$ cat src/design/sipsc_pkg.sv
/*
 * constants, state codes and register layout shared by the power-save
 * control block and its helpers.
 * assumes a 20 MHz pclk and a 32-bit apb register bus.
 */
package sipsc_pkg;

	// ----------------------------------------------------------------
	// clock and timing
	// ----------------------------------------------------------------
	localparam int PCLK_HZ        = 20_000_000;  // pclk rate
	localparam int RESUME_MIN_CYC = 2;           // earliest cpu restart after wake
	localparam int RESUME_MAX_CYC = 4;           // latest cpu restart after wake
	localparam int RESUME_CYC     = 3;           // chosen restart delay, inside the window

	// ----------------------------------------------------------------
	// register byte offsets
	// ----------------------------------------------------------------
	localparam logic [7:0] OFS_RESET_CTRL = 8'h00;  // reset_control_register
	localparam logic [7:0] OFS_ENABLES    = 8'h04;  // watchdog / monitor enables
	localparam logic [7:0] OFS_CLK_SEL    = 8'h08;  // system clock source select
	localparam logic [7:0] OFS_MOD_DIS    = 8'h0c;  // peripheral module disable
	localparam logic [7:0] OFS_STOP_IDLE  = 8'h10;  // per-peripheral stop-in-idle
	localparam logic [7:0] OFS_STATUS     = 8'h14;  // power state and wake cause

	// ----------------------------------------------------------------
	// field positions
	// ----------------------------------------------------------------
	localparam int BIT_CORE_KEEP  = 8;   // core_regulator_sleep_keep
	localparam int BIT_FLASH_KEEP = 11;  // flash_regulator_sleep_keep
	localparam int BIT_WDT_EN     = 0;   // watchdog_timer enable
	localparam int BIT_FAIL_SAFE_CLOCK_MONITOR_EN    = 1;   // fail_safe_clock_monitor enable
	localparam int CLK_SEL_W      = 3;   // clock source select width
	localparam int BIT_ST_SLEEP   = 0;   // status: in sleep
	localparam int BIT_ST_IDLE    = 1;   // status: in idle
	localparam int BIT_ST_CAUSE   = 4;   // status: wake cause, 3 bits

	// ----------------------------------------------------------------
	// reset values
	// ----------------------------------------------------------------
	localparam logic [31:0] RST_RESET_CTRL = 32'h0000_0000;
	localparam logic [31:0] RST_ENABLES    = 32'h0000_0000;
	localparam logic [31:0] RST_CLK_SEL    = 32'h0000_0000;
	localparam logic [31:0] RST_MOD_DIS    = 32'h0000_0000;
	localparam logic [31:0] RST_STOP_IDLE  = 32'h0000_0000;

	// ----------------------------------------------------------------
	// power-save instruction operand and states
	// ----------------------------------------------------------------
	localparam logic MODE_SLEEP = 1'b0;  // operand value selecting sleep
	localparam logic MODE_IDLE  = 1'b1;  // operand value selecting idle

	typedef enum logic [4:0] {
		ST_RUN   = 5'h01,
		ST_ENTER = 5'h02,
		ST_SLEEP = 5'h04,
		ST_IDLE  = 5'h08,
		ST_WAKE  = 5'h10
	} sipsc_state_e;

endpackage : sipsc_pkg

$ cat src/design/sipsc_wake_latch.sv
/*
 * wake event catcher: holds interrupt, reset and watchdog events seen
 * from the power-save instruction onward until the block consumes them.
 * assumes event inputs synchronous to pclk.
 */
`timescale 1ns/1ns
module sipsc_wake_latch
	import sipsc_pkg::*;
(
	// clock and reset
	input  wire logic       pclk,
	input  wire logic       presetn,
	// control
	input  wire logic       arm,
	input  wire logic       consume,
	// events
	input  wire logic       irq,
	input  wire logic       reset_event,
	input  wire logic       wdt_timeout,
	// result
	output logic            wake,
	output logic      [2:0] cause
);

	// ----------------------------------------------------------------
	// event capture
	// ----------------------------------------------------------------
	logic [2:0] hit;          // raw events this cycle
	logic [2:0] held;         // events caught while armed
	logic       armed;        // catching window open

	assign hit  = {wdt_timeout, reset_event, irq};
	assign wake = armed && ((held | hit) != 3'h0);

	// window opens at the instruction, closes when consumed
	always_ff @(posedge pclk or negedge presetn) begin
		if (!presetn) begin
			armed <= 1'b0;
			held  <= 3'h0;
			cause <= 3'h0;
		end else begin
			if (consume) begin
				armed <= 1'b0;
				held  <= 3'h0;
				cause <= held | hit;
			end else if (arm || armed) begin
				armed <= 1'b1;
				held  <= held | hit;  // coincident events are kept
			end
		end
	end

endmodule : sipsc_wake_latch

$ cat src/design/sipsc_resume_timer.sv
/*
 * resume delay counter: after a wake, counts the cycles before the cpu
 * clock and execution are released.
 * assumes a one-cycle start pulse.
 */
`timescale 1ns/1ns
module sipsc_resume_timer
	import sipsc_pkg::*;
#(
	parameter int CYCLES = RESUME_CYC
)(
	// clock and reset
	input  wire logic pclk,
	input  wire logic presetn,
	// control
	input  wire logic start,
	output logic      done
);

	// ----------------------------------------------------------------
	// counter
	// ----------------------------------------------------------------
	logic [3:0] count;  // cycles left
	logic       busy;   // counting

	assign done = busy && (count == 4'h1);

	// load on start, count down to release
	always_ff @(posedge pclk or negedge presetn) begin
		if (!presetn) begin
			count <= 4'h0;
			busy  <= 1'b0;
		end else if (start) begin
			count <= 4'(CYCLES);
			busy  <= 1'b1;
		end else if (busy) begin
			count <= count - 4'h1;
			busy  <= (count != 4'h1);
		end
	end

endmodule : sipsc_resume_timer

$ cat src/design/sipsc_power_ctrl.sv
/*
 * sleep and idle power-save controller with its apb register file.
 * assumes the core raises a one-cycle power-save request with a mode
 * operand, and that interrupt, reset and watchdog events are already
 * qualified and synchronous to pclk.
 */
// The APB interface to the registers and the address map were decided locally.
`timescale 1ns/1ns
// Summary of operation
// sleep stops system clock and its oscillator
// clock monitor inactive during sleep
// rc oscillator runs in sleep if watchdog on
// watchdog cleared just before sleep entry
// sleep disables system-clocked peripherals
// interrupt, reset or timeout wakes from sleep
// resume on clock source chosen at entry
// bits 8, 11 keep regulators awake
// idle stops cpu, system clock keeps running
// watchdog cleared on idle entry
// idle peripherals run unless module disabled
// rc oscillator in idle if watchdog/monitor on
// interrupt, reset or timeout wakes from idle
// cpu resumes two to four cycles later
// per-peripheral stop-in-idle control bits
// coincident interrupt deferred, then wakes immediately
// core passes sleep/idle choice as operand
module sipsc_power_ctrl
	import sipsc_pkg::*;
#(
	parameter int NPERIPH = 8
)(
	// clock and reset
	input  wire logic                 pclk,
	input  wire logic                 presetn,
	// apb slave
	input  wire logic                 psel,
	input  wire logic                 penable,
	input  wire logic                 pwrite,
	input  wire logic [7:0]           paddr,
	input  wire logic [31:0]          pwdata,
	output logic      [31:0]          prdata,
	output logic                      pready,
	output logic                      pslverr,
	// core power-save instruction
	input  wire logic                 power_save_instruction,
	input  wire logic                 power_save_mode,
	// wake sources
	input  wire logic                 irq_enabled_pending,
	input  wire logic                 reset_event,
	input  wire logic                 watchdog_timeout,
	// cpu and clock control
	output logic                      cpu_clk_en,
	output logic                      resume,
	output logic                      sys_clk_en,
	output logic                      sys_osc_en,
	output logic      [CLK_SEL_W-1:0] clk_src_sel,
	output logic                      fail_safe_monitor_en,
	output logic                      low_power_rc_en,
	output logic                      watchdog_clear,
	// regulators
	output logic                      core_reg_standby,
	output logic                      flash_reg_standby,
	// peripherals
	output logic      [NPERIPH-1:0]   periph_clk_en
);

	// ----------------------------------------------------------------
	// registers
	// ----------------------------------------------------------------
	logic [31:0]          reset_control_register;  // regulator keep bits
	logic [1:0]           enables;                 // watchdog, monitor
	logic [CLK_SEL_W-1:0] clk_sel;                 // software clock choice
	logic [CLK_SEL_W-1:0] entry_clk;               // source frozen at entry
	logic [NPERIPH-1:0]   mod_disable;             // module disable bits
	logic [NPERIPH-1:0]   stop_in_idle;            // stop-in-idle bits
	logic                 mode_idle;               // latched operand
	sipsc_state_e         state;                   // power state
	sipsc_state_e         next_state;              // next power state

	// ----------------------------------------------------------------
	// apb decode
	// ----------------------------------------------------------------
	wire        setup    = psel && !penable;        // first cycle
	wire        access   = psel && penable;         // second cycle
	wire        wr_en    = access && pwrite;        // write strobe
	wire        hit_rst  = (paddr == OFS_RESET_CTRL);
	wire        hit_en   = (paddr == OFS_ENABLES);
	wire        hit_clk  = (paddr == OFS_CLK_SEL);
	wire        hit_dis  = (paddr == OFS_MOD_DIS);
	wire        hit_sidl = (paddr == OFS_STOP_IDLE);
	wire        hit_stat = (paddr == OFS_STATUS);
	wire        mapped   = hit_rst | hit_en | hit_clk | hit_dis | hit_sidl | hit_stat;
	wire        wdt_on   = enables[BIT_WDT_EN];
	wire        fail_safe_clock_monitor_on  = enables[BIT_FAIL_SAFE_CLOCK_MONITOR_EN];
	wire [2:0]  wake_cause;
	wire        wake;
	wire        resume_done;
	wire        in_sleep = (state == ST_SLEEP);
	wire        in_idle  = (state == ST_IDLE);

	// only the writable bits of the reset control register
	localparam logic [31:0] RESET_CONTROL_REGISTER_MASK = (32'h1 << BIT_CORE_KEEP) | (32'h1 << BIT_FLASH_KEEP);

	// zero-extends a peripheral bit vector to a bus word
	function automatic logic [31:0] widen(input logic [NPERIPH-1:0] v);
		widen = 32'h0;
		widen[NPERIPH-1:0] = v;
	endfunction : widen

	// read mux
	wire [31:0] status_word = {25'h0, wake_cause, 2'h0, in_idle, in_sleep};
	wire [31:0] rd_word =
		hit_rst  ? reset_control_register :
		hit_en   ? {30'h0, enables} :
		hit_clk  ? {{(32-CLK_SEL_W){1'b0}}, clk_sel} :
		hit_dis  ? widen(mod_disable) :
		hit_sidl ? widen(stop_in_idle) :
		hit_stat ? status_word : 32'h0;

	// always ready; unmapped addresses flag an error in the access cycle
	assign pready  = 1'b1;
	assign pslverr = access && !mapped;

	// read data captured during setup, stable through access
	always_ff @(posedge pclk or negedge presetn) begin
		if (!presetn) begin
			prdata <= 32'h0;
		end else if (setup && !pwrite) begin
			prdata <= rd_word;
		end
	end

	// software writable registers
	always_ff @(posedge pclk or negedge presetn) begin
		if (!presetn) begin
			reset_control_register <= RST_RESET_CTRL;
			enables                <= RST_ENABLES[1:0];
			clk_sel                <= RST_CLK_SEL[CLK_SEL_W-1:0];
			mod_disable            <= RST_MOD_DIS[NPERIPH-1:0];
			stop_in_idle           <= RST_STOP_IDLE[NPERIPH-1:0];
		end else if (wr_en) begin
			if (hit_rst)
				reset_control_register <= pwdata & RESET_CONTROL_REGISTER_MASK;
			if (hit_en)
				enables <= pwdata[1:0];
			if (hit_clk)
				clk_sel <= pwdata[CLK_SEL_W-1:0];
			if (hit_dis)
				mod_disable <= pwdata[NPERIPH-1:0];
			if (hit_sidl)
				stop_in_idle <= pwdata[NPERIPH-1:0];
		end
	end

	// ----------------------------------------------------------------
	// wake event capture and resume delay
	// ----------------------------------------------------------------
	wire enter_req = (state == ST_RUN) && power_save_instruction;

	sipsc_wake_latch u_wake (
		.pclk        (pclk),
		.presetn     (presetn),
		.arm         (enter_req),
		.consume     ((in_sleep || in_idle) && wake),
		.irq         (irq_enabled_pending),
		.reset_event (reset_event),
		.wdt_timeout (watchdog_timeout),
		.wake        (wake),
		.cause       (wake_cause)
	);

	sipsc_resume_timer #(
		.CYCLES (RESUME_CYC)
	) u_resume (
		.pclk    (pclk),
		.presetn (presetn),
		.start   ((in_sleep || in_idle) && wake),
		.done    (resume_done)
	);

	// ----------------------------------------------------------------
	// power state machine
	// ----------------------------------------------------------------
	always_comb begin
		next_state = state;
		case (state)
			ST_RUN: begin
				if (power_save_instruction)
					next_state = ST_ENTER;
			end
			ST_ENTER: begin
				// entry always completes before any wake is honoured
				next_state = mode_idle ? ST_IDLE : ST_SLEEP;
			end
			ST_SLEEP: begin
				if (wake)
					next_state = ST_WAKE;
			end
			ST_IDLE: begin
				if (wake)
					next_state = ST_WAKE;
			end
			ST_WAKE: begin
				if (resume_done)
					next_state = ST_RUN;
			end
			default: begin
				next_state = ST_RUN;
			end
		endcase
	end

	// state, operand and entry clock source
	always_ff @(posedge pclk or negedge presetn) begin
		if (!presetn) begin
			state     <= ST_RUN;
			mode_idle <= 1'b0;
			entry_clk <= RST_CLK_SEL[CLK_SEL_W-1:0];
		end else begin
			state <= next_state;
			if (enter_req) begin
				mode_idle <= (power_save_mode == MODE_IDLE);
				entry_clk <= clk_sel;
			end
		end
	end

	// ----------------------------------------------------------------
	// clock, watchdog and regulator outputs
	// ----------------------------------------------------------------
	wire asleep = in_sleep || (state == ST_WAKE && !mode_idle);

	// cpu halted from entry until the resume delay runs out
	assign cpu_clk_en = (state == ST_RUN);
	assign resume     = resume_done;

	// system clock and its oscillator stop only in sleep
	assign sys_clk_en = !asleep;
	assign sys_osc_en = !asleep;

	// held at the entry choice until running again
	assign clk_src_sel = (state == ST_RUN) ? clk_sel : entry_clk;

	// monitor has nothing to watch while the clock is stopped
	assign fail_safe_monitor_en = fail_safe_clock_monitor_on && !asleep;

	// rc oscillator keeps the watchdog, and in idle the monitor, alive
	assign low_power_rc_en = wdt_on || (fail_safe_clock_monitor_on && !asleep);

	// clear pulse in the entry cycle, before sleep or idle begins
	assign watchdog_clear = wdt_on && (state == ST_ENTER);

	// regulators stand by in sleep unless the keep bit is set
	assign core_reg_standby  = asleep && !reset_control_register[BIT_CORE_KEEP];
	assign flash_reg_standby = asleep && !reset_control_register[BIT_FLASH_KEEP];

	// ----------------------------------------------------------------
	// peripheral clock gating
	// ----------------------------------------------------------------
	genvar g;
	generate
		for (g = 0; g < NPERIPH; g++) begin : g_periph
			// sleep stops all; idle stops only flagged ones
			assign periph_clk_en[g] = !mod_disable[g] && !asleep
				&& !((in_idle || state == ST_WAKE) && mode_idle && stop_in_idle[g]);
		end
	endgenerate

endmodule : sipsc_power_ctrl

$ cat config.mk
export PLATFORM = sky130hd
export DESIGN_NAME = sipsc_power_ctrl
export DESIGN_NICKNAME = d
export VERILOG_FILES = /design/src/design/sipsc_pkg.sv /design/src/design/sipsc_wake_latch.sv /design/src/design/sipsc_resume_timer.sv /design/src/design/sipsc_power_ctrl.sv
export SDC_FILE = /design/constraint.sdc
export NUM_CORES = 1
export LEC_CHECK = 0
export ABC_CLOCK_PERIOD_IN_PS = 4500
export BUFFER_PORTS_ARGS = -buffer_cell sky130_fd_sc_hd__buf_2
export CORE_MARGIN = 1.5
export CORE_UTILIZATION = 54
export CTS_CLUSTER_SIZE = 20
export DETAILED_ROUTE_END_ITERATION = 12
export PLACE_DENSITY = 0.86
export RECOVER_POWER = 100
export SKIP_LAST_GASP = 1
export SLEW_MARGIN = 20
export SYNTH_ARGS = -nofsm -noshare
export SYNTH_HDL_FRONTEND = slang
export SYNTH_SLANG_ARGS = --single-unit
$ cat constraint.sdc
create_clock -name pclk -period 4.5 [get_ports pclk]
set_input_delay 0 -clock pclk [delete_from_list [all_inputs] [get_ports pclk]]
set_output_delay 0 -clock pclk [all_outputs]
set_load 0.005 [all_outputs]
* Word level (Yosys, flattened, before mapping)
Cells that the tools add are included.
** Operators by class
- Equal/unequal tests :: 15
- Bitwise logic cells :: 6
- Add/sub/neg operators :: 1
- Reduce and logical (&&, ||, !) cells :: 78
- Mux-type cells :: 20
** Operator list (count)
- $logic_and A1 B1 Y1 :: 39
- $mux W8 :: 4
- $logic_not A1 Y1 :: 23
- $pmux W5 S4 :: 1
- $eq A8 B4 Y1 const B :: 2
- $eq A8 B5 Y1 const B :: 2
- $mux W5 :: 3
- $mux W12 :: 1
- $mux W4 :: 3
- $reduce_and A2 Y1 :: 5
- $mux W3 :: 3
- $eq A8 B3 Y1 const B :: 1
- $logic_not A8 Y1 :: 1
- $mux W7 :: 1
- $eq A5 B1 Y1 const B :: 1
- $eq A5 B2 Y1 const B :: 1
- $eq A5 B3 Y1 const B :: 1
- $eq A5 B4 Y1 const B :: 1
- $eq A5 B5 Y1 const B :: 1
- $logic_or A1 B1 Y1 :: 5
- $or A1 B1 Y1 :: 5
- $eq A4 B1 Y1 const B :: 1
- $mux W1 :: 4
- $ne A2 B2 Y1 const B :: 2
- other kinds (8) :: 9
** Word-level totals
- Register bits :: 76
- Output and inout bits :: 54

* Longest topological paths before layout
- Depth in word-level cells :: 8
- Mapped depth :: 7
- Gate-level depth less buffers :: 6

* Hierarchy
Synthesis repeated with hierarchy kept, for this count alone.
** Unflattened totals
- Cell total of the unflattened synthesis :: 270
- Area total of the unflattened synthesis :: 2952.8 µm²
** By module, submodules not included
- sipsc_power_ctrl :: instances 1, cells each 216, sequential area each 1052.3 µm², area each 2357.3 µm²
- sipsc_wake_latch :: instances 1, cells each 30, sequential area each 175.2 µm², area each 316.6 µm²
- sipsc_resume_timer :: instances 1, cells each 24, sequential area each 125.1 µm², area each 279.0 µm²

* Worst setup path after synthesis
Ideal clock, no wire load.
- Path kind :: reg-to-reg
- Start :: register state[2]
- End :: register entry_clk[0]
- Path slack :: 2642 ps
- Data arrival time :: 1733 ps
- Stages on the path, launching flop included :: 7
- Period minus slack after synthesis :: 1858 ps
- Setup time :: 125 ps
- Path through :: dfrtp_1 -> clkbuf_1 -> or2_2 -> or3_1 -> inv_2 -> nand2_1 -> mux2_2
** On the way
- Longest elaborated chain between the ends :: 2
** Ends and longest elaborated chain
- from (decl) :: RTL line sipsc_power_ctrl.sv:77 : sipsc_state_e state;
- from (signal assigned) :: RTL line sipsc_power_ctrl.sv:220 : state <= next_state;
- $eq A5 B1 Y1
- named net cpu_clk_en :: RTL line sipsc_power_ctrl.sv:52 : output logic cpu_clk_en,
- $logic_and A1 B1 Y1 :: RTL line sipsc_power_ctrl.sv:158 : wire enter_req = (state == ST_RUN) && power_save_instruction;
- to (signal assigned) :: RTL line sipsc_power_ctrl.sv:218 : entry_clk <= RST_CLK_SEL[CLK_SEL_W-1:0];
- to (signal assigned) :: RTL line sipsc_power_ctrl.sv:223 : entry_clk <= clk_sel;
- to (decl) :: RTL line sipsc_power_ctrl.sv:73 : logic [CLK_SEL_W-1:0] entry_clk;
The timed path passes the listed nets, and every way through them passes these cells.
A chain may end at the register's enable or synchronous reset.

* Worst setup path after layout
- Start :: register state[0]
- End :: output low_power_rc_en
** On the way
- Longest elaborated chain between the ends :: 6
- Elaborated cells on any way between the ends :: 7
** Ends and longest elaborated chain
- $eq A5 B5 Y1 :: RTL line sipsc_power_ctrl.sv:231 : wire asleep = in_sleep || (state == ST_WAKE && !mode_idle);
- $logic_and A1 B1 Y1 :: RTL line sipsc_power_ctrl.sv:231
- $logic_or A1 B1 Y1 * :: RTL line sipsc_power_ctrl.sv:231
- $logic_not A1 Y1 * :: RTL line sipsc_power_ctrl.sv:248 : assign low_power_rc_en = wdt_on || (fail_safe_clock_monitor_on && !asleep);
- $logic_and A1 B1 Y1 * :: RTL line sipsc_power_ctrl.sv:248
- $logic_or A1 B1 Y1 * :: RTL line sipsc_power_ctrl.sv:248
- to (decl) :: RTL line sipsc_power_ctrl.sv:58 : output logic low_power_rc_en,
Mark *: on every way between the ends. The rest lies on a longest branch, timed or not.

==> impl_metrics.toml <==
[power_and_ir_drop]
power.leakage_uw = 0.00165
combinationalPowerShare = 0.275
internal_power_uw = 847
pwr-share-clk = 0.226
p_per_area_nw_per_um2 = 374
power.net_switching_uw = 411
seq_power_share = 0.499
vdd_drop_max_uv = 297
sw_frac_of_total = 0.327
post-layout-total-power_uw = 1260

[timing]
finalCritPeriodShare = 0.498
fin_worst_hold_slack_ns = 0.0545
finalCriticalPeriod_ns = 2.24
tns_ns = 0
timing_hold_violations_final = 0
fin_worst_skew_ns = 0.0115
setup_viol = 0
timing.slew.headroom = 0.388
max_slew.worst_pin.slew_ns = 0.910
maxClockFrequency_ghz = 0.446
setup_ws_ns = 2.26
final_max_slew_viol_count = 0
setup_repair_after_global_routing_missed_its_margin = "no"

[critical_path]
endpoint_arrival_time_on_the_critical_path_ns = 2.24
cp_slowest_cell = "sky130_fd_sc_hd__and2_0"
timing.critical_path.to_type = "primary output"
cp_cell_sequence = "or2_0 -> nor2_1 -> and2_0 -> inv_1 -> a21o_1 -> buf_2"
worst-path-max-fanout = 9
largest_stage_delay_on_the_critical_path_ns = 0.51
worstPathRequired_ns = 4.50
setup.worst_path.class = "reg2out"
timing.critical_path.from_type = "flip-flop"

[detailed_routing]
drt_first_iter_violations = 192
vias_per_cell = 5.39
wire_length_after_detailed_routing_mm = 6.06
drcViolationCount = 0
routedWlPerCell_um = 14.6
via_count = 2232
route.antenna.remaining_nets = 0
detailedRoute.firstPassIterationCount = 4

[synth]
yosys_warnings = 0
synth_mux_area_frac = 0.131
synth_top_area_share = 0.452
postSynth.topFlopCell = "sky130_fd_sc_hd__dfrtp_1"
synth_compound_area_frac = 0.135
main_combinational_cell_family_by_area_after_synthesis = "simple AND/OR/NAND/NOR gates"
netlist_top_cells_area = "sky130_fd_sc_hd__dfrtp_1, sky130_fd_sc_hd__mux2_2, sky130_fd_sc_hd__buf_4"
synthMostInstantiatedCell = "sky130_fd_sc_hd__dfrtp_1"
synth-async-reset-ratio = 1.00
post_synth_most_frequent_cells = "sky130_fd_sc_hd__dfrtp_1, sky130_fd_sc_hd__mux2_2, sky130_fd_sc_hd__buf_4, sky130_fd_sc_hd__nor2_1"
yosys.area_share.adder = 0.00853
synth_enable_flop_cells = 0
synth.cell_area_um2 = 2930
ys_seq_elements = 54
synth_seq_area_share = 0.461
simple_gate_area_share_of_the_yosys_netlist = 0.151
yosysUniqueCellTypes = 54
synth-xor-area-share = 0.0149
synth_top_area_cell = "sky130_fd_sc_hd__dfrtp_1"
number_of_cells_produced_by_synthesis = 276
synth_area_per_cell_um2 = 10.6

[cts]
cts_h_tree_depth = 2
cts_tree = "done"
post_cts_setup_repair_bufs = 0
cts-root-buf = "sky130_fd_sc_hd__clkbuf_8"
worst_setup_hold_path_clk_slew_ns = 0.10
hold_buffers = 15
cts_buffers = 5
tritoncts_num_sinks = 54
cts_repair_resized_insts = 0
clk_path_buf_depth = 2
clkLatencyLatePin_ns = 0.31

[floorplanning]
floorplan.initialDensity = 0.567
boundaryPins = 104
die_h_um = 76.7
core_area_um2 = 5170
die_w_um = 76.7
dieArea_um2 = 5880
core.rowCount = 26

[final_layout]
layout-area-overhead-vs-synth_pct = 14.7
share_of_final_layout_standard_cells_stronger_than_drive_strength_1 = 0.256
design_area_um2 = 3360
antenna-diode-count = 0
nNetsFinal = 395

[grt]
grt_max_degree = 55
initial_antenna_violation_count = 0
grt_first_pass_wirelength_mm = 10.0
global_route.overflow_total = 0
gr-usage-all-layers = 0.213
number_of_global_route_vias_before_repair = 2140

[placement]
routabilityCongestion = 0.823
io_buffer_count = 58
dp_hpwl_mm = 4.21
pre_cts_ws_ns = 2.33
place_area_um2 = 3180

[worst_hold_path]
min-delay-path-class = "in2reg"

[flow_run]
max_cap_viol_count = 0

[status]
status = "complete, no violations"
-- power by group through the flow --
stage                     logic [µW]  registers (µW)  clock network, µW
after floorplan                  279             612                  0
after global placement           332             635                  0
after detailed placement         343             637                  0
after CTS                        355             627                287
after global routing             392             639                311
final                            346             628                285
-- registers in the layout (all words and copies together), names as in the netlist --
register and flops:
u_wake.held 3, state 5, reset_control_register 2, mode_idle 1, prdata 10, entry_clk 3
u_wake.armed 1, stop_in_idle 8, u_wake.cause 3, mod_disable 8, clk_sel 3, enables 2
u_resume.busy 1, u_resume.count 4
-- cell families after synthesis --
family	Yosys count
AO/OA/AOI/OAI	55
XOR/XNOR	5
adder cells (fa/ha/maj)	2
buffers and inverters	50
flip-flops	54
multiplexers	34
other	2
AND/OR/NAND/NOR	74
-- path summary, 6_finish.rpt --
check	from	cells after the start	to	slack, ns
setup / recovery	state[0]$_DFFE_PN1P_	6	low_power_rc_en	2.26
hold / removal	pwrite	3	prdata[0]$_DFFE_PN0P_	0.05
setup reg to reg	state[0]$_DFFE_PN1P_	4	u_wake.cause[0]$_DFFE_PN0P_	2.34
hold reg to reg	prdata[1]$_DFFE_PN0P_	2	prdata[1]$_DFFE_PN0P_	0.48
max in group asynchronous	presetn	3	reset_control_register[11]$_DFFE_PN0P_	3.71
min in group asynchronous	presetn	3	u_wake.armed$_DFFE_PN0P_	0.35
-- per-stage QoR --
stage | utilization | std cells
6_report | 0.650 | 414
5_1_grt | 0.650 | 414
4_1_cts | 0.662 | 414
3_5_place_dp | 0.614 | 391
3_3_place_gp | 0.614 | 391
2_1_floorplan | - | 297
-- cell usage in the layout (no fill, tap or decap), types with 3 or more instances in the layout --
cell / n
sky130_fd_sc_hd__a211oi_1: 10
sky130_fd_sc_hd__a21oi_1: 8
sky130_fd_sc_hd__a22o_1: 15
sky130_fd_sc_hd__and2_0: 3
sky130_fd_sc_hd__buf_2: 45
sky130_fd_sc_hd__clkbuf_1: 12
sky130_fd_sc_hd__clkbuf_8: 6
sky130_fd_sc_hd__conb_1: 23
sky130_fd_sc_hd__dfrtp_1: 53
sky130_fd_sc_hd__dlygate4sd3_1: 15
sky130_fd_sc_hd__inv_1: 14
sky130_fd_sc_hd__mux2_2: 28
sky130_fd_sc_hd__mux2i_1: 4
sky130_fd_sc_hd__nand2_1: 15
sky130_fd_sc_hd__nand2b_1: 8
sky130_fd_sc_hd__nand3b_1: 3
sky130_fd_sc_hd__nor2_1: 18
sky130_fd_sc_hd__nor2b_1: 3
sky130_fd_sc_hd__nor4_1: 4
sky130_fd_sc_hd__o21ai_0: 8
sky130_fd_sc_hd__xnor2_1: 4
-- area by class of cell --
| type | count | area (µm²) |
|---|---|---|
| clock buffers | 6 | 82.6 |
| clock inverters | 2 | 12.5 |
| fillers | 423 | 1810 |
| inverters | 14 | 52.6 |
| multi-input cells | 193 | 1340 |
| flip-flops and latches | 54 | 1350 |
| well taps | 70 | 87.6 |
| repair buffers | 75 | 440 |
-- critical path, delay by kind of cell, from the launching register on --
family | cells | cell delay [ns]
and+or+nand+nor | 3 | 1.00
DFF | 1 | 0.38
buffers and inverters | 2 | 0.33
AOI/OAI and AO/OA | 1 | 0.23
-- routing by layer --
metal	routed length, µm	vias to the layer above	track usage	share of wire
met5	0	-	0	0
met4	82	0	0.0667	0.014
met3	326	7	0.0393	0.054
met2	2880	87	0.361	0.48
met1	2760	1071	0.277	0.46
li1	-	1067	-	-
Power figures use the tool's default switching activity.
